===== config.mk =====
export PLATFORM = sky130hd
export DESIGN_NAME = can_fault_supervisor
export DESIGN_NICKNAME = d
export VERILOG_FILES = /design/src/can_sup_pkg.sv /design/src/qual_if.sv /design/src/sync2.sv /design/src/fault_qualifier.sv /design/src/can_fault_supervisor.sv
export SDC_FILE = /design/constraint.sdc
export NUM_CORES = 1
export LEC_CHECK = 0
export ABC_CLOCK_PERIOD_IN_PS = 2100
export BUFFER_PORTS_ARGS = -buffer_cell sky130_fd_sc_hd__buf_2
export CAP_MARGIN = 30
export CORE_UTILIZATION = 35
export CTS_BUF_LIST = sky130_fd_sc_hd__clkbuf_16
export DETAILED_ROUTE_END_ITERATION = 7
export HOLD_SLACK_MARGIN = 0.08
export PLACE_DENSITY_LB_ADDON = 0.2
export SLEW_MARGIN = 15
export SYNTH_ARGS = -nofsm -noshare
export SYNTH_HDL_FRONTEND = slang
export SYNTH_SLANG_ARGS = --single-unit
export TNS_END_PERCENT = 1

===== constraint.sdc =====
create_clock -name aclk -period 2.1 [get_ports aclk]
set_input_delay 0.105 -clock aclk [delete_from_list [all_inputs] [get_ports aclk]]
set_output_delay 0.105 -clock aclk [all_outputs]
set_load 0.1 [all_outputs]

===== src/can_sup_pkg.sv =====
// constants, field positions and types shared by the CAN fault supervisor
// assumes a single 125 MHz clock and an AXI4-Lite register port
//
// Notes on behaviour
// [RULE1] one full recessive-dominant cycle before any detection
// [RULE2] five matching cycles identify; unidentified flag until then
// [RULE3] sample receive output at receiver low-to-high edge
// [RULE4] three consecutive wrong samples mean receive stuck recessive
// [RULE5] receive stuck: latch flag, disable bus driver
// [RULE6] receive stuck flag readable in low-power control register
// [RULE7] receive stuck: receive driver off, weak pull-down on
// [RULE8] driver off until cured, then host write re-enables
// [RULE9] transmit-low timer expiry disables driver, bus recessive
// [RULE10] transmit stuck dominant reported in timing register one
// [RULE11] transmit-to-receive short also trips transmit timeout
// [RULE12] driver off until transmit released, then host re-enables
// [RULE13] host alone decides when drivers come back; code restores bus_drv_en unaided once overtemperature and supply low end
// [RULE14] thermal or overcurrent sets flag in CAN register
// [RULE15] overtemperature disables transceiver, auto re-enables when cool
// [RULE16] second supply low turns only the transceiver off; code also clears bus_drv_en
// [RULE17] CAN register shows bus-failure and unidentified bits
// [RULE18] mismatching observation restarts qualification counters from zero
package can_sup_pkg;

  // timing
  localparam int CLK_PERIOD_NS      = 8;
  localparam int TXD_TIMEOUT_US     = 1000;
  localparam int TXD_TIMEOUT_CYCLES = (TXD_TIMEOUT_US * 1000) / CLK_PERIOD_NS;
  localparam int BUS_ID_CYCLES      = 5;
  localparam int RXD_ID_SAMPLES     = 3;

  // register byte offsets
  localparam logic [7:0] CAN_REG_OFS   = 8'h00;
  localparam logic [7:0] LPC_REG_OFS   = 8'h04;
  localparam logic [7:0] TIMING_REG_ONE_REG_OFS  = 8'h08;
  localparam logic [7:0] LIVE_REG_OFS  = 8'h0C;
  localparam logic [7:0] IRQ_STAT_OFS  = 8'h10;
  localparam logic [7:0] IRQ_MASK_OFS  = 8'h14;

  // can register fields
  localparam int CAN_REENABLE_BIT = 0;
  localparam int CAN_UNIDENT_BIT  = 1;
  localparam int CAN_BUSFAIL_BIT  = 2;
  localparam int CAN_THERM_BIT    = 3;
  localparam int CAN_DRV_ON_BIT   = 4;
  // low-power control register fields
  localparam int LPC_RX_STUCK_RECESSIVE_FLAG_BIT     = 0;
  localparam int LPC_CANH_BIT     = 1;
  // timing register one fields
  localparam int TIMING_REG_ONE_TXD_BIT     = 0;
  localparam int TIMING_REG_ONE_CANL_BIT    = 1;
  // live status fields
  localparam int LIVE_OVERT_BIT   = 0;
  localparam int LIVE_SUPLOW_BIT  = 1;
  localparam int LIVE_XCVR_BIT    = 2;
  // interrupt event fields
  localparam int EV_BUS_ID        = 0;
  localparam int EV_RXD           = 1;
  localparam int EV_TXD           = 2;
  localparam int EV_THERM         = 3;
  localparam int EV_SUPLOW        = 4;
  localparam int EV_W             = 5;

  localparam logic [4:0] IRQ_MASK_RST = 5'h00;
  localparam logic [1:0] RESP_OKAY    = 2'h0;
  localparam logic [1:0] RESP_DECERR  = 2'h3;

  typedef enum {PH_WAIT, PH_REC, PH_DOM} bus_phase_t;

  // widen a narrow register image onto the 32-bit read bus
  function automatic logic [31:0] rd_word(input logic [7:0] v);
    rd_word = {24'h000000, v};
  endfunction : rd_word

endpackage : can_sup_pkg


===== src/qual_if.sv =====
// carrier between a fault observer and its consecutive-match qualifier
// assumes both ends run on the same clock
`timescale 1ns/1ns
interface qual_if #(parameter int CODE_W = 3);
  logic              sample;
  logic              hit;
  logic [CODE_W-1:0] code;
  logic              done;
  logic [2:0]        count;

  modport src  (output sample, output hit, output code, input done, input count);
  modport qual (input sample, input hit, input code, output done, output count);
endinterface : qual_if


===== src/sync2.sv =====
// two-flop synchroniser for a group of pin levels
// assumes inputs are asynchronous to aclk
`timescale 1ns/1ns
module sync2 #(parameter int W = 1) (
  input  wire logic         aclk,
  input  wire logic         aresetn,
  input  wire logic [W-1:0] d,
  output logic      [W-1:0] q
);
  logic [W-1:0] meta_q;

  // first stage feeds only the second stage
  always_ff @(posedge aclk) begin
    if (!aresetn) begin
      meta_q <= '0;
      q      <= '0;
    end else begin
      meta_q <= d;
      q      <= meta_q;
    end
  end
endmodule : sync2


===== src/fault_qualifier.sv =====
// counts consecutive matching fault observations up to a threshold
// assumes sample is a one-cycle pulse from the same clock domain
`timescale 1ns/1ns
module fault_qualifier #(parameter int THRESH = 5, parameter int CODE_W = 3) (
  input  wire logic aclk,
  input  wire logic aresetn,
  qual_if.qual      q
);
  logic [CODE_W-1:0] code_q;
  logic [2:0]        cnt_q;

  // clean sample or a different fault restarts the run
  always_ff @(posedge aclk) begin
    if (!aresetn) begin
      cnt_q  <= 3'h0;
      code_q <= '0;
    end else if (q.sample) begin
      code_q <= q.code;
      if (!q.hit) begin
        cnt_q <= 3'h0; // RULE18
      end else if (cnt_q == 3'h0 || q.code != code_q) begin
        cnt_q <= 3'h1; // RULE18
      end else if (cnt_q < 3'(THRESH)) begin
        cnt_q <= cnt_q + 3'h1;
      end
    end
  end

  assign q.count = cnt_q;
  assign q.done  = (cnt_q == 3'(THRESH));
endmodule : fault_qualifier


===== src/can_fault_supervisor.sv =====
// CAN transceiver fault supervisor: bus-line, receive and transmit faults
// assumes comparator and pin levels arrive asynchronously; host on AXI4-Lite
//
// Decided for this implementation: register access over AXI4-Lite and the register addresses.
`timescale 1ns/1ns
module can_fault_supervisor
  import can_sup_pkg::*;
#(
  parameter int unsigned TXD_TIMEOUT_CYC = TXD_TIMEOUT_CYCLES
) (
  input  wire logic        aclk,
  input  wire logic        aresetn,
  input  wire logic [7:0]  s_axi_awaddr,
  input  wire logic        s_axi_awvalid,
  output logic             s_axi_awready,
  input  wire logic [31:0] s_axi_wdata,
  input  wire logic [3:0]  s_axi_wstrb,
  input  wire logic        s_axi_wvalid,
  output logic             s_axi_wready,
  output logic [1:0]       s_axi_bresp,
  output logic             s_axi_bvalid,
  input  wire logic        s_axi_bready,
  input  wire logic [7:0]  s_axi_araddr,
  input  wire logic        s_axi_arvalid,
  output logic             s_axi_arready,
  output logic [31:0]      s_axi_rdata,
  output logic [1:0]       s_axi_rresp,
  output logic             s_axi_rvalid,
  input  wire logic        s_axi_rready,
  input  wire logic        rx_diff,
  input  wire logic        rxd_sense,
  input  wire logic        txd_in,
  input  wire logic        cmp_rec_err,
  input  wire logic        cmp_dom_canl,
  input  wire logic        cmp_dom_canh,
  input  wire logic        over_temp,
  input  wire logic        over_current,
  input  wire logic        second_supply_low,
  output logic             bus_drv_en,
  output logic             xcvr_en,
  output logic             rxd_drv_en,
  output logic             rxd_pulldown_en,
  output logic             irq
);

  // ---------------- pin synchronisation
  logic [8:0] pins_s;
  sync2 #(.W(9)) u_sync (
    .aclk    (aclk),
    .aresetn (aresetn),
    .d       ({rx_diff, rxd_sense, txd_in, cmp_rec_err, cmp_dom_canl,
               cmp_dom_canh, over_temp, over_current, second_supply_low}),
    .q       (pins_s)
  );
  logic rxdiff_s, rxd_s, txd_s, rec_s, doml_s, domh_s, ot_s, oc_s, sup_s;
  assign {rxdiff_s, rxd_s, txd_s, rec_s, doml_s, domh_s, ot_s, oc_s, sup_s} = pins_s;

  logic rxdiff_q;
  logic rxd_prev_q;
  // delayed copies for edge detection and propagation allowance
  always_ff @(posedge aclk) begin
    if (!aresetn) begin
      rxdiff_q   <= 1'b1;
      rxd_prev_q <= 1'b0;
    end else begin
      rxdiff_q   <= rxdiff_s;
      rxd_prev_q <= rxd_s;
    end
  end
  logic rx_rise;
  logic rx_fall;
  assign rx_rise = rxdiff_s & ~rxdiff_q;
  assign rx_fall = ~rxdiff_s & rxdiff_q;

  // ---------------- recessive/dominant cycle tracking
  bus_phase_t phase_q;
  logic       rec_err_q, doml_q, domh_q;
  logic       cycle_done;
  // a cycle counts only when a recessive phase precedes the dominant one
  assign cycle_done = (phase_q == PH_DOM) && rx_rise; // RULE1

  always_ff @(posedge aclk) begin
    if (!aresetn) begin
      phase_q   <= PH_WAIT;
      rec_err_q <= 1'b0;
      doml_q    <= 1'b0;
      domh_q    <= 1'b0;
    end else begin
      case (phase_q)
        PH_WAIT: begin
          if (rxdiff_s) begin
            phase_q   <= PH_REC;
            rec_err_q <= 1'b0;
          end
        end
        PH_REC: begin
          rec_err_q <= rec_err_q | rec_s;
          if (rx_fall) begin
            phase_q <= PH_DOM;
            doml_q  <= 1'b0;
            domh_q  <= 1'b0;
          end
        end
        PH_DOM: begin
          doml_q <= doml_q | doml_s;
          domh_q <= domh_q | domh_s;
          if (rx_rise) begin
            phase_q   <= PH_REC;
            rec_err_q <= 1'b0;
          end
        end
        default: phase_q <= PH_WAIT;
      endcase
    end
  end

  // ---------------- bus-line failure qualification
  qual_if #(.CODE_W(3)) bus_q ();
  assign bus_q.sample = cycle_done;
  assign bus_q.code   = {rec_err_q, doml_q, domh_q};
  assign bus_q.hit    = rec_err_q | doml_q | domh_q;
  fault_qualifier #(.THRESH(BUS_ID_CYCLES), .CODE_W(3)) u_bus_qual (
    .aclk    (aclk),
    .aresetn (aresetn),
    .q       (bus_q)
  );

  logic unident_q, ident_q, canl_fail_q, canh_fail_q;
  // unidentified while a fault run is shorter than the threshold
  always_ff @(posedge aclk) begin
    if (!aresetn) begin
      unident_q   <= 1'b0;
      ident_q     <= 1'b0;
      canl_fail_q <= 1'b0;
      canh_fail_q <= 1'b0;
    end else begin
      unident_q <= (bus_q.count != 3'h0) && !bus_q.done; // RULE2
      ident_q   <= bus_q.done; // RULE17
      if (bus_q.done && phase_q != PH_DOM) begin
        canl_fail_q <= doml_q;
        canh_fail_q <= domh_q;
      end else if (bus_q.count == 3'h0) begin
        canl_fail_q <= 1'b0;
        canh_fail_q <= 1'b0;
      end
    end
  end

  // ---------------- receive output stuck recessive
  qual_if #(.CODE_W(1)) rxd_qi ();
  assign rxd_qi.sample = rx_rise; // RULE3
  assign rxd_qi.hit    = rxd_prev_q; // RULE3
  assign rxd_qi.code   = 1'b1;
  fault_qualifier #(.THRESH(RXD_ID_SAMPLES), .CODE_W(1)) u_rxd_qual (
    .aclk    (aclk),
    .aresetn (aresetn),
    .q       (rxd_qi)
  );

  logic rxd_fault_q;  // receive stuck, driver lock active
  logic rxd_flag_q;   // host-visible flag
  logic txd_fault_q;
  logic reenable_wr;
  logic therm_flag_q;
  logic therm_clr_wr;
  // with receive driver off the pull-down reads low once the short is gone
  logic rxd_cured, rxd_trip;
  assign rxd_cured = ~rxd_s;
  assign rxd_trip  = rxd_qi.sample && rxd_qi.hit && (rxd_qi.count >= 3'(RXD_ID_SAMPLES - 1));

  always_ff @(posedge aclk) begin
    if (!aresetn) begin
      rxd_fault_q <= 1'b0;
      rxd_flag_q  <= 1'b0;
    end else if (rxd_trip && !rxd_fault_q) begin
      rxd_fault_q <= 1'b1; // RULE4 RULE5
      rxd_flag_q  <= 1'b1; // RULE6
    end else if (rxd_fault_q && rxd_cured && reenable_wr) begin
      rxd_fault_q <= 1'b0; // RULE8
      rxd_flag_q  <= 1'b0;
    end
  end

  // ---------------- transmit stuck dominant timer
  logic [31:0] txd_cnt_q;
  always_ff @(posedge aclk) begin
    if (!aresetn) begin
      txd_cnt_q   <= 32'h00000000;
      txd_fault_q <= 1'b0;
    end else begin
      // a short to the receive output holds transmit low too, same timer
      if (txd_s) begin
        txd_cnt_q <= 32'h00000000;
      end else if (txd_cnt_q < TXD_TIMEOUT_CYC) begin
        txd_cnt_q <= txd_cnt_q + 32'h00000001; // RULE9 RULE11
      end
      if (!txd_s && txd_cnt_q == TXD_TIMEOUT_CYC - 1) begin
        txd_fault_q <= 1'b1; // RULE9
      end else if (txd_fault_q && txd_s && reenable_wr) begin
        txd_fault_q <= 1'b0; // RULE12
      end
    end
  end

  // ---------------- thermal / overcurrent flag
  always_ff @(posedge aclk) begin
    if (!aresetn) begin
      therm_flag_q <= 1'b0;
    end else if (ot_s || oc_s) begin
      therm_flag_q <= 1'b1; // RULE14
    end else if (therm_clr_wr) begin
      therm_flag_q <= 1'b0;
    end
  end

  // ---------------- driver and transceiver enables
  // only a host write brings the bus driver back after a latched fault
  always_ff @(posedge aclk) begin
    if (!aresetn) begin
      bus_drv_en      <= 1'b0;
      xcvr_en         <= 1'b0;
      rxd_drv_en      <= 1'b0;
      rxd_pulldown_en <= 1'b0;
    end else begin
      bus_drv_en      <= ~rxd_fault_q & ~txd_fault_q & ~ot_s & ~sup_s; // RULE5 RULE9
      xcvr_en         <= ~ot_s & ~sup_s; // RULE15 RULE16
      rxd_drv_en      <= ~rxd_fault_q; // RULE7
      rxd_pulldown_en <= rxd_fault_q; // RULE7
    end
  end

  // ---------------- interrupt events
  logic [EV_W-1:0] ev_now, ev_q, irq_stat_q, irq_mask_q, stat_clr;
  assign ev_now = {sup_s, ot_s | oc_s, txd_fault_q, rxd_fault_q, ident_q};
  always_ff @(posedge aclk) begin
    if (!aresetn) begin
      ev_q <= '0;
    end else begin
      ev_q <= ev_now;
    end
  end
  // set on rising event wins over a same-cycle clear
  always_ff @(posedge aclk) begin
    if (!aresetn) begin
      irq_stat_q <= '0;
      irq       <= 1'b0;
    end else begin
      irq_stat_q <= (irq_stat_q & ~stat_clr) | (ev_now & ~ev_q);
      irq        <= |(irq_stat_q & irq_mask_q);
    end
  end

  // ---------------- AXI4-Lite write channel
  logic [7:0] aw_addr_q;
  logic [31:0] w_data_q;
  logic       aw_have_q, w_have_q;
  logic       do_write;
  assign do_write = aw_have_q && w_have_q && !s_axi_bvalid;

  always_ff @(posedge aclk) begin
    if (!aresetn) begin
      aw_have_q     <= 1'b0;
      w_have_q      <= 1'b0;
      aw_addr_q     <= 8'h00;
      w_data_q      <= 32'h00000000;
      s_axi_awready <= 1'b1;
      s_axi_wready  <= 1'b1;
      s_axi_bvalid  <= 1'b0;
      s_axi_bresp   <= RESP_OKAY;
    end else begin
      if (s_axi_awvalid && s_axi_awready) begin
        aw_addr_q     <= s_axi_awaddr;
        aw_have_q     <= 1'b1;
        s_axi_awready <= 1'b0;
      end
      if (s_axi_wvalid && s_axi_wready) begin
        w_data_q     <= s_axi_wstrb[0] ? s_axi_wdata : 32'h00000000;
        w_have_q     <= 1'b1;
        s_axi_wready <= 1'b0;
      end
      if (do_write) begin
        s_axi_bvalid <= 1'b1;
        s_axi_bresp  <= (aw_addr_q == CAN_REG_OFS || aw_addr_q == IRQ_STAT_OFS ||
                         aw_addr_q == IRQ_MASK_OFS) ? RESP_OKAY : RESP_DECERR;
        aw_have_q    <= 1'b0;
        w_have_q     <= 1'b0;
      end
      if (s_axi_bvalid && s_axi_bready) begin
        s_axi_bvalid  <= 1'b0;
        s_axi_awready <= 1'b1;
        s_axi_wready  <= 1'b1;
      end
    end
  end

  // write-one strobes decoded from the held write
  always_comb begin
    reenable_wr  = 1'b0;
    therm_clr_wr = 1'b0;
    stat_clr     = '0;
    if (do_write && aw_addr_q == CAN_REG_OFS) begin
      reenable_wr  = w_data_q[CAN_REENABLE_BIT]; // RULE8 RULE12
      therm_clr_wr = w_data_q[CAN_THERM_BIT];
    end else if (do_write && aw_addr_q == IRQ_STAT_OFS) begin
      stat_clr = w_data_q[EV_W-1:0];
    end
  end

  always_ff @(posedge aclk) begin
    if (!aresetn) begin
      irq_mask_q <= IRQ_MASK_RST;
    end else if (do_write && aw_addr_q == IRQ_MASK_OFS) begin
      irq_mask_q <= w_data_q[EV_W-1:0];
    end
  end

  // ---------------- AXI4-Lite read channel
  always_ff @(posedge aclk) begin
    if (!aresetn) begin
      s_axi_arready <= 1'b1;
      s_axi_rvalid  <= 1'b0;
      s_axi_rdata   <= 32'h00000000;
      s_axi_rresp   <= RESP_OKAY;
    end else if (s_axi_arvalid && s_axi_arready) begin
      s_axi_arready <= 1'b0;
      s_axi_rvalid  <= 1'b1;
      s_axi_rresp   <= RESP_OKAY;
      if (s_axi_araddr == CAN_REG_OFS) begin
        s_axi_rdata <= rd_word({3'h0, bus_drv_en, therm_flag_q, // RULE14
                                unident_q | ident_q, unident_q, 1'b0}); // RULE17
      end else if (s_axi_araddr == LPC_REG_OFS) begin
        s_axi_rdata <= rd_word({6'h00, canh_fail_q, rxd_flag_q}); // RULE6
      end else if (s_axi_araddr == TIMING_REG_ONE_REG_OFS) begin
        s_axi_rdata <= rd_word({6'h00, canl_fail_q, txd_fault_q}); // RULE10
      end else if (s_axi_araddr == LIVE_REG_OFS) begin
        s_axi_rdata <= rd_word({5'h00, xcvr_en, sup_s, ot_s});
      end else if (s_axi_araddr == IRQ_STAT_OFS) begin
        s_axi_rdata <= rd_word({3'h0, irq_stat_q});
      end else if (s_axi_araddr == IRQ_MASK_OFS) begin
        s_axi_rdata <= rd_word({3'h0, irq_mask_q});
      end else begin
        s_axi_rdata <= 32'h00000000;
        s_axi_rresp <= RESP_DECERR;
      end
    end else if (s_axi_rvalid && s_axi_rready) begin
      s_axi_rvalid  <= 1'b0;
      s_axi_arready <= 1'b1;
    end
  end
endmodule : can_fault_supervisor


==> implementation parameters, run 1 <==
Parameter                              Value

Die
  Initial standard-cell utilization of the core    35.7%
  Die W    124 um
  Core box area    14500 um2
  Die Y-Extent    124 um
  Full die area    15300 um2
  Count of pins on the block boundary    114
  Site row count    44

STA
  Final total negative setup slack    0 ps
  Max Fclk    0.530 GHz
  Setup-failing EPs final    0
  Unrepaired setup endpoints after global routing    no
  Min cycle time layout    1890 ps
  Worst hold slack    106 ps
  Worst slew pin tran    891 ps
  Worst setup skew after layout    7.40 ps
  Count of pins over their slew limit    0
  Rel. slew slack    40.6%
  Share of the clock period used by the worst path after layout    89.8%
  Number of hold-slack violations in the final timing report    0

Logic synthesis
  Cell area after synthesis    5170 um2
  Mapped Cells    572
  Post-synthesis simple-gate area fraction    27.3%
  Number of warning messages in the yosys log    0
  Xor and xnor fraction of the mapped netlist area    0.508%
  Proportion of register bits with asynchronous set or reset after synthesis    0%
  Number of enable-type register cells in the synthesized netlist    0
  Main combinational cell family by area after synthesis    simple AND/OR/NAND/NOR gates
  Count of cell types in the netlist    63
  Post-Synth Adder-Cell Area    1.45%
  Post-synthesis compound-gate area fraction    12.4%
  Multiplexer fraction of the synthesized cell area    4.55%
  Primary flip-flop cell chosen by synthesis mapping    dfxtp_1
  Post-synthesis sequential element count    120
  Average cell area after synthesis    9.04 um2
  Proportion of synthesized chip area in sequential cells    46.4%

Power
  Cell-internal power    4.07 mW
  Sw power    1.48 mW
  Power share of the combinational group    12.2%
  Clk network pwr share    44.6%
  Switching Fraction    26.6%
  Fraction of power consumed by sequential logic    43.2%
  Maximum vdd drop    0.599 mV
  PwrDens    863 nW/um2
  Leakage power    2.57 nW

Global route
  All-Layer GR Usage    15.4%
  Wire length of the first global-routing pass    17.8 mm
  Antenna violations before repair    0
  GRT Residual Overflow    0
  Vias in the first global route    3844
  Pin count of the biggest net entering global routing    32

Placed design
  Gpl congestion    0.773
  Count of buffers from port buffering    56
  HPWL Detailed    7.53 mm

Routing
  Total detailed-routing wirelength    11.2 mm
  Total via count in the routed design    4190
  Pre-antenna DRT Iters    4
  Final antenna-violating net count    0
  Routed length per instance    12.9 um
  Number of design rule violations left after detail routing    0
  Number of vias per cell    4.86
  Drt first-iter violations    256

Final layout
  Fraction of layout instances using a drive strength above 1    16.5%
  Final Core Density    44.4%
  Post-layout net count    742
  Leading cell types in the layout, fill and taps excluded    dfxtp_1 (120), nand2_1 (56), buf_2 (56)
  Most common library cell in the layout ignoring fill and taps    dfxtp_1
  Layout overhead on the synthesized area    24.2%
  Total inserted antenna cells    0

Critical path
  Critical path type    flop to flop
  Critical-path maximum fanout    19
  Crit end category    flop
  Critical path startpoint category    flop
  Data arrival at the endpoint of the critical path    2220 ps
  Worst path required time    2430 ps

CTS
  Hold buffer count at CTS    42
  Clock tree from TritonCTS    built
  Number of setup buffers added after CTS    0
  Number of buffers added by the clock tree synthesis step    17
  CTS-repair resized insts    0
  Clock slew seen by the registers of the worst setup and hold paths    50 ps
  CTS sink count    120
  CTS Buffer Depth    2
  Worst-skew pair later-pin latency    410 ps
  Root buf cell    clkbuf_16
  H-tree lvl count    4

Job
  # Max-Cap Violations    0

Worst hold path
  Worst min-delay path category    input port to flop

Run status
  Status    finished, final reports clean
[power groups by stage]
stage                     clock network, mW  registers (mW)  logic, mW
after global routing                   2.65            2.40      0.722
after CTS                              2.54            2.39      0.681
final                                  2.47            2.39      0.678
after floorplan                           0            2.55      0.440
after global placement                    0            2.44      0.613
after detailed placement                  0            2.44      0.620
[final cells by class]
class | instances | area [um2]
flip-flops and latches | 120 | 2400
well taps | 184 | 230
multi-input cells | 411 | 2490
clock inverters | 13 | 76.3
clock buffers | 17 | 425
fillers | 1400 | 8060
repair buffers | 104 | 746
inverters | 14 | 52.6
[routing by layer]
layer / vias up / global-route usage, % / part of all wire, %
met5: - / 0 / 0
met3: 16 / 4.57 / 4.0
met1: 1929 / 18.7 / 49
met2: 100 / 24.7 / 46
met4: 0 / 7.83 / 1.7
li1: 2145 / - / -
[logic make-up (layout without fill, tap and decap cells)]
logic type | after synthesis | in the layout
AO/OA/AOI/OAI | 102 | 102
XOR/XNOR | 3 | 3
AND/OR/NAND/NOR | 250 | 250
multiplexers | 23 | 23
flip-flops | 120 | 120
buffers and inverters | 67 | 148
other | 1 | 27
adder cells (fa/ha/maj) | 6 | 6
[registers in the layout (all words and copies together), names as in the netlist, 2 cells and up]
register,count
txd_cnt_q,32
u_sync.meta_q,9
u_sync.q,9
aw_addr_q,8
ev_q,5
irq_mask_q,5
irq_stat_q,5
s_axi_rdata,5
w_data_q,5
u_bus_qual.code_q,3
u_bus_qual.q.count,3
u_rxd_qual.q.count,3
phase_q,2
[final timing paths]
| check | start | endpoint | cells past startpoint | slack, ps |
|---|---|---|---|---|
| hold / removal | aresetn | irq_stat_q[0] | 3 | 110 |
| hold reg to reg | ev_q[3] | irq_stat_q[3] | 1 | 430 |
| setup / recovery | txd_cnt_q[8] | txd_cnt_q[3] | 4 | 210 |
| setup reg to reg | txd_cnt_q[8] | txd_cnt_q[3] | 4 | 210 |
[Yosys cell counts, types with 4 or more instances]
master / instances / share of area, %
inv_1: 13 / 0.94
mux2_2: 4 / 0.87
nor2b_1: 13 / 1.6
nor2_1: 25 / 1.8
ha_1: 6 / 1.5
clkbuf_1: 19 / 1.4
nand2_1: 56 / 4.1
and2_1: 41 / 5.0
nand3_1: 34 / 3.3
or2_2: 12 / 1.5
nand2b_1: 9 / 1.1
o21ai_0: 21 / 2.0
nand4_1: 10 / 1.2
nor3_1: 8 / 0.77
and3_1: 7 / 0.85
dfxtp_1: 120 / 46
mux2i_1: 19 / 3.7
buf_4: 29 / 4.2
a21oi_1: 44 / 4.3
a31oi_1: 5 / 0.60
nor4_1: 12 / 1.5
[per-stage QoR]
stage | instance area (um2) | power [mW] | setup slack, ps | cells
2_1_floorplan | 5270 | 2.99 | 101 | 598
3_3_place_gp | 5500 | 3.05 | 294 | 791
3_5_place_dp | 5500 | 3.06 | 234 | 791
4_1_cts | 6420 | 5.62 | 219 | 863
5_1_grt | 6420 | 5.77 | 55.1 | 863
6_report | 6420 | 5.54 | 214 | 863
[worst max-delay path, stage by stage (launching register included)]
cell	delay (ps)
dfxtp_1	360
nor4_4	410
a311oi_4	310
or4_1	540
a21oi_1	170
Note: power is estimated with default switching activity, not from simulation.
==> run 2, diff against run 1 <==
REMOVE_ABC_BUFFERS = 1   (was unset)
SLEW_MARGIN = unset   (was 15)
==> implementation parameters, run 2 (synthesis gave the netlist of run 1 again) <==
Parameter                              Value

Global route
  Antenna violations before repair    0 (unchanged)
  Pin count of the biggest net entering global routing    39 (was 32)
  Wire length of the first global-routing pass    18.6 mm (was 17.8 mm)
  All-Layer GR Usage    15.8% (was 15.4%)
  Vias in the first global route    3957 (was 3844)
  GRT Residual Overflow    0 (unchanged)

Die
  Die Y-Extent    124 um (unchanged)
  Initial standard-cell utilization of the core    35.7% (unchanged)
  Die W    124 um (unchanged)
  Count of pins on the block boundary    114 (unchanged)
  Full die area    15300 um2 (unchanged)
  Site row count    44 (unchanged)
  Core box area    14500 um2 (unchanged)

Power
  Fraction of power consumed by sequential logic    41.6% (was 43.2%)
  Switching Fraction    26.7% (was 26.6%)
  Overall power consumption    5.74 mW (was 5.54 mW)
  PwrDens    885 nW/um2 (was 863 nW/um2)
  Leakage power    2.58 nW (was 2.57 nW)
  Clk network pwr share    46.6% (was 44.6%)
  Cell-internal power    4.21 mW (was 4.07 mW)
  Maximum vdd drop    0.553 mV (was 0.599 mV)
  Sw power    1.53 mW (was 1.48 mW)
  Power share of the combinational group    11.8% (was 12.2%)

Critical path
  Critical-path maximum fanout    19 (unchanged)
  Reg-to-reg setup timing slack    250 ps (was 210 ps)
  Crit end category    flop (unchanged)
  Critical path type    flop to flop (unchanged)
  Reg2reg path depth    4 (unchanged)
  Launch instance of the worst register-to-register path    txd_cnt_q[3] (was txd_cnt_q[8])
  Critical path startpoint category    flop (unchanged)
  Data arrival at the endpoint of the critical path    2140 ps (was 2220 ps)
  Worst r2r dst    txd_cnt_q[13] (was txd_cnt_q[3])
  Worst path required time    2390 ps (was 2430 ps)

Routing
  Routed length per instance    12.9 um (about the same)
  Total detailed-routing wirelength    11.2 mm (about the same)
  Total via count in the routed design    4229 (was 4190)
  Final antenna-violating net count    0 (unchanged)
  Number of vias per cell    4.88 (was 4.86)
  Drt first-iter violations    167 (was 256)
  Pre-antenna DRT Iters    4 (unchanged)
  Number of design rule violations left after detail routing    0 (unchanged)

STA
  Count of pins over their slew limit    0 (unchanged)
  Min cycle time layout    1850 ps (was 1890 ps)
  Final Worst Setup Slack    252 ps (was 214 ps)
  Worst hold slack    123 ps (was 106 ps)
  Setup-failing EPs final    0 (unchanged)
  Rel. slew slack    43.1% (was 40.6%)
  Share of the clock period used by the worst path after layout    88.0% (was 89.8%)
  Worst setup skew after layout    8.88 ps (was 7.40 ps)
  Unrepaired setup endpoints after global routing    no (unchanged)
  Max Fclk    0.541 GHz (was 0.530 GHz)
  Worst slew pin tran    853 ps (was 891 ps)
  Number of hold-slack violations in the final timing report    0 (unchanged)

Final layout
  Fin cells    866 (was 863)
  Leading cell types in the layout, fill and taps excluded    dfxtp_1 (120), nand2_1 (56), buf_2 (56) (unchanged)
  Layout overhead on the synthesized area    25.4% (was 24.2%)
  Total inserted antenna cells    0 (unchanged)
  Top reg by flops    txd_cnt_q (unchanged)
  Registers with the highest flip-flop counts    txd_cnt_q: 32 flops, u_sync.meta_q: 9 flops, u_sync.q: 9 flops (unchanged)
  Post-layout net count    744 (was 742)
  Flip-flop count of the largest register after layout    32 (unchanged)
  Fillers    1404 (was 1400)
  Most common library cell in the layout ignoring fill and taps    dfxtp_1 (unchanged)
  Fraction of layout instances using a drive strength above 1    17.3% (was 16.5%)
  Final Core Density    44.8% (was 44.4%)

CTS
  Clock tree from TritonCTS    built (unchanged)
  Root buf cell    clkbuf_16 (unchanged)
  Clock slew seen by the registers of the worst setup and hold paths    50 ps (about the same)
  Number of buffers added by the clock tree synthesis step    17 (unchanged)
  Worst-skew pair later-pin latency    410 ps (about the same)
  CTS Buffer Depth    2 (unchanged)
  CTS sink count    120 (unchanged)
  H-tree lvl count    4 (unchanged)

Worst hold path
  Worst Hold Launch    aresetn (unchanged)
  Worst min-delay path category    input port to flop (unchanged)
  Hold Path Cell Cnt    3 (unchanged)
  Min-Delay Endpoint    s_axi_rdata[1] (was irq_stat_q[0])

Placed design
  Gpl congestion    0.792 (was 0.773)
  Count of buffers from port buffering    56 (unchanged)
  Number of placed cells counting well taps    790 (was 791)
  HPWL Detailed    7.45 mm (was 7.53 mm)
  Pre-CTS WS    251 ps (was 234 ps)

Job
  # Max-Cap Violations    0 (unchanged)

Run status
  Status    finished, final reports clean (unchanged)
run 2: changes by cell type in the layout (fill, tap and decap cells not counted), sizes merged:
cell	previous run	this run
inv	18	16
clkinvlp	0	2
dlygate4sd3	42	45
bufinv	1	2
buf	62	61
run 2: worst max-delay path by stage:
stage / startpoint / end / slack (ps)
after floorplan: aresetn / txd_cnt_q[2] / -30
after global placement: txd_cnt_q[3] / txd_cnt_q[13] / 310
after detailed placement: txd_cnt_q[3] / txd_cnt_q[13] / 250
after CTS: txd_cnt_q[3] / txd_cnt_q[13] / 250
after global routing: txd_cnt_q[14] / txd_cnt_q[13] / 110
final: txd_cnt_q[3] / txd_cnt_q[13] / 250
run 2: metal layers:
| layer | vias to the layer above | wire (um) | global-route usage, % |
|---|---|---|---|
| met3 | 6 | 459 | 3.87 |
| met4 | 0 | 80 | 8.13 |
| met1 | 1979 | 5300 | 19.7 |
| met5 | - | 0 | 0 |
| li1 | 2149 | - | - |
| met2 | 95 | 5340 | 25.4 |
run 2: cell type report:
cell class	instances	area, um2	area share (%)
clock buffer	17	425	6.56
sequential	120	2400	37.0
inverter	14	52.6	0.810
clock inverter	14	119	1.83
multi-input combinational	411	2490	38.4
tap	184	230	3.55
timing repair buffer	106	768	11.8
run 2: critical path, cell delays in order, from the launching register on:
cell and delay [ps]:
dfxtp_1 450, o31ai_2 150, a311oi_4 800, nor4_1 180, mux2i_1 160
run 2: power groups by stage:
stage	registers, mW	clock network (mW)	logic [mW]
after floorplan	2.57	0	0.353
after global placement	2.43	0	0.611
final	2.39	2.68	0.678
after global routing	2.40	2.88	0.723
after CTS	2.39	2.77	0.680
after detailed placement	2.44	0	0.618
run 2: what timing repair did:
| action | in CTS | in global routing |
|---|---|---|
| setup buffers | 0 | 0 |
| resized for setup | 0 | 0 |
| hold buffers | 45 | 0 |
| endpoints found under the hold margin | 33 | 0 |
run 2: per-stage QoR:
stage | TNS (ps) | cell area [um2]
after detailed placement | 0 | 5490
after floorplan | -34.2 | 4940
after CTS | 0 | 6490
after global routing | 0 | 6490
final | 0 | 6490
after global placement | 0 | 5490
==> run 3, diff against run 2 <==
CORE_ASPECT_RATIO = 0.7   (was unset)
==> implementation parameters, run 3 (synthesis gave the netlist of run 1 again) <==
Parameter                              Value

CTS
  H-tree lvl count    4 (unchanged)
  CTS sink count    120 (unchanged)
  Root buf cell    clkbuf_16 (unchanged)
  Clock slew seen by the registers of the worst setup and hold paths    60 ps (was 50 ps)
  CTS Buffer Depth    2 (unchanged)
  Worst-skew pair later-pin latency    410 ps (about the same)
  Clock tree from TritonCTS    built (unchanged)
  Number of setup buffers added after CTS    0 (unchanged)
  Number of buffers added by the clock tree synthesis step    17 (unchanged)

Die
  Die Y-Extent    104 um (was 124 um)
  Site row count    36 (was 44)
  Core box area    14200 um2 (was 14500 um2)
  Die W    147 um (was 124 um)
  Full die area    15300 um2 (about the same)
  Initial standard-cell utilization of the core    36.5% (was 35.7%)
  Count of pins on the block boundary    114 (unchanged)

Global route
  GRT Residual Overflow    0 (unchanged)
  Wire length of the first global-routing pass    20.2 mm (was 18.6 mm)
  Pin count of the biggest net entering global routing    31 (was 39)
  All-Layer GR Usage    16.6% (was 15.8%)
  Vias in the first global route    4140 (was 3957)
  Antenna violations before repair    0 (unchanged)

Job
  # Max-Cap Violations    0 (unchanged)

STA
  Worst setup skew after layout    6.78 ps (was 8.88 ps)
  Number of hold-slack violations in the final timing report    0 (unchanged)
  Worst slew pin tran    869 ps (was 853 ps)
  Final Worst Setup Slack    182 ps (was 252 ps)
  Max Fclk    0.521 GHz (was 0.541 GHz)
  Rel. slew slack    42.1% (was 43.1%)
  Final total negative setup slack    0 ps (unchanged)
  Count of pins over their slew limit    0 (unchanged)
  Min cycle time layout    1920 ps (was 1850 ps)
  Share of the clock period used by the worst path after layout    91.3% (was 88.0%)
  Unrepaired setup endpoints after global routing    no (unchanged)
  Setup-failing EPs final    0 (unchanged)

Power
  Overall power consumption    6.27 mW (was 5.74 mW)
  Leakage power    2.62 nW (was 2.58 nW)
  Maximum vdd drop    0.579 mV (was 0.553 mV)
  Cell-internal power    4.62 mW (was 4.21 mW)
  Clk network pwr share    50.9% (was 46.6%)
  Sw power    1.64 mW (was 1.53 mW)
  Power share of the combinational group    10.9% (was 11.8%)
  Fraction of power consumed by sequential logic    38.1% (was 41.6%)
  Switching Fraction    26.2% (was 26.7%)
  PwrDens    950 nW/um2 (was 885 nW/um2)

Routing
  Number of vias per cell    4.93 (was 4.88)
  Number of design rule violations left after detail routing    0 (unchanged)
  Total via count in the routed design    4306 (was 4229)
  Final antenna-violating net count    0 (unchanged)
  Routed length per instance    13.4 um (was 12.9 um)
  Pre-antenna DRT Iters    4 (unchanged)
  Total detailed-routing wirelength    11.7 mm (was 11.2 mm)
  Drt first-iter violations    266 (was 167)

Placed design
  HPWL Detailed    7.77 mm (was 7.45 mm)
  Pre-CTS WS    252 ps (was 251 ps)
  Gpl congestion    0.807 (was 0.792)
  Count of buffers from port buffering    56 (unchanged)

Final layout
  Most common library cell in the layout ignoring fill and taps    dfxtp_1 (unchanged)
  Leading cell types in the layout, fill and taps excluded    dfxtp_1 (120), nand2_1 (56), buf_2 (55) (was dfxtp_1 (120), nand2_1 (56), buf_2 (56))
  Top reg by flops    txd_cnt_q (unchanged)
  Post-layout net count    744 (unchanged)
  Fraction of layout instances using a drive strength above 1    18.2% (was 17.3%)
  Flip-flop count of the largest register after layout    32 (unchanged)
  Registers with the highest flip-flop counts    txd_cnt_q: 32 flops, u_sync.meta_q: 9 flops, u_sync.q: 9 flops (unchanged)
  Fillers    1360 (was 1404)
  Final Core Density    46.5% (was 44.8%)
  Total inserted antenna cells    0 (unchanged)
  Layout overhead on the synthesized area    27.6% (was 25.4%)

Critical path
  Critical-path maximum fanout    20 (was 19)
  CP cell instances    nor4_1 > nand4_1 > buf_4 > or4_1 > a21oi_1 (was o31ai_2 > a311oi_4 > nor4_1 > mux2i_1)
  Critical path startpoint category    flop (unchanged)
  Delay of the slowest cell on the worst path    520 ps (was 800 ps)
  Sum of buffers and inverters on the critical path    1 (was 0)
  Data arrival at the endpoint of the critical path    2250 ps (was 2140 ps)
  Critical path type    flop to flop (unchanged)
  Reg2reg path depth    5 (was 4)
  Crit end category    flop (unchanged)
  Top Family by Delay on Critical Path    simple AND/OR/NAND/NOR gates (was compound AO/OA/AOI/OAI gates)
  Worst path required time    2430 ps (was 2390 ps)
  Stages on the worst setup path    5 (was 4)
  Critical-path top delay cell    or4_1 (was a311oi_4)

Worst hold path
  Hold Path Cell Cnt    3 (unchanged)
  Worst min-delay path category    input port to flop (unchanged)

Run status
  Status    finished, final reports clean (unchanged)
## run 3: changes by cell type in the layout (fill, tap and decap cells not counted), moves of 3 or more
cell	change
inv_1	-3
bufinv_16	+3
clkinv_2	-3
inv_6	+4
## run 3: worst paths after layout
path / slack, ps / from / end
worst min-delay path: 140 / s_axi_arvalid / s_axi_rvalid
worst max register to register: 180 / txd_cnt_q[18] / txd_cnt_q[3]
worst min register to register: 430 / ev_q[3] / irq_stat_q[3]
worst max-delay path: 180 / txd_cnt_q[18] / txd_cnt_q[3]
## run 3: per-layer routing
metal / track usage, % / share of wire [%] / up-vias
li1: - / - / 2155
met5: 0 / 0 / -
met3: 4.32 / 4.8 / 15
met4: 6.26 / 1.3 / 0
met1: 22.5 / 51 / 2022
met2: 25.0 / 43 / 114
## run 3: layout make-up
type	instances	area [um2]	area share (%)
well taps	190	238	3.60
multi-input cells	411	2490	37.7
clock inverters	15	223	3.38
clock buffers	17	425	6.45
flip-flops and latches	120	2400	36.4
inverters	14	52.6	0.796
repair buffers	106	768	11.6
## run 3: power groups by stage
| stage | registers [mW] | logic [mW] | clock network (mW) |
|---|---|---|---|
| floorplan | 2.57 | 0.353 | 0 |
| global placement | 2.44 | 0.613 | 0 |
| detailed placement | 2.44 | 0.621 | 0 |
| CTS | 2.39 | 0.685 | 3.26 |
| global route | 2.40 | 0.728 | 3.38 |
| finish | 2.39 | 0.685 | 3.19 |
## run 3: worst register-to-register path: cells and delay by family, from the launching register on
kind            cells  cell delay [ps]
compound gates      1              180
buf+inv             1              240
flops               1              310
simple gates        3             1120
## run 3: timing repair
item | CTS | global route
hold buffers | 44 | 0
resized for setup | 0 | 1
hold endpoints to repair | 32 | 0
setup endpoints to repair | 0 | 2
## run 3: per-stage QoR
step / cells / hold WS [ps] / cell area, um2
3_3_place_gp: 797 / 311 / 5510
2_1_floorplan: 545 / 174 / 4940
4_1_cts: 873 / 121 / 6600
5_1_grt: 873 / 153 / 6600
3_5_place_dp: 797 / 313 / 5510
6_report: 873 / 135 / 6600
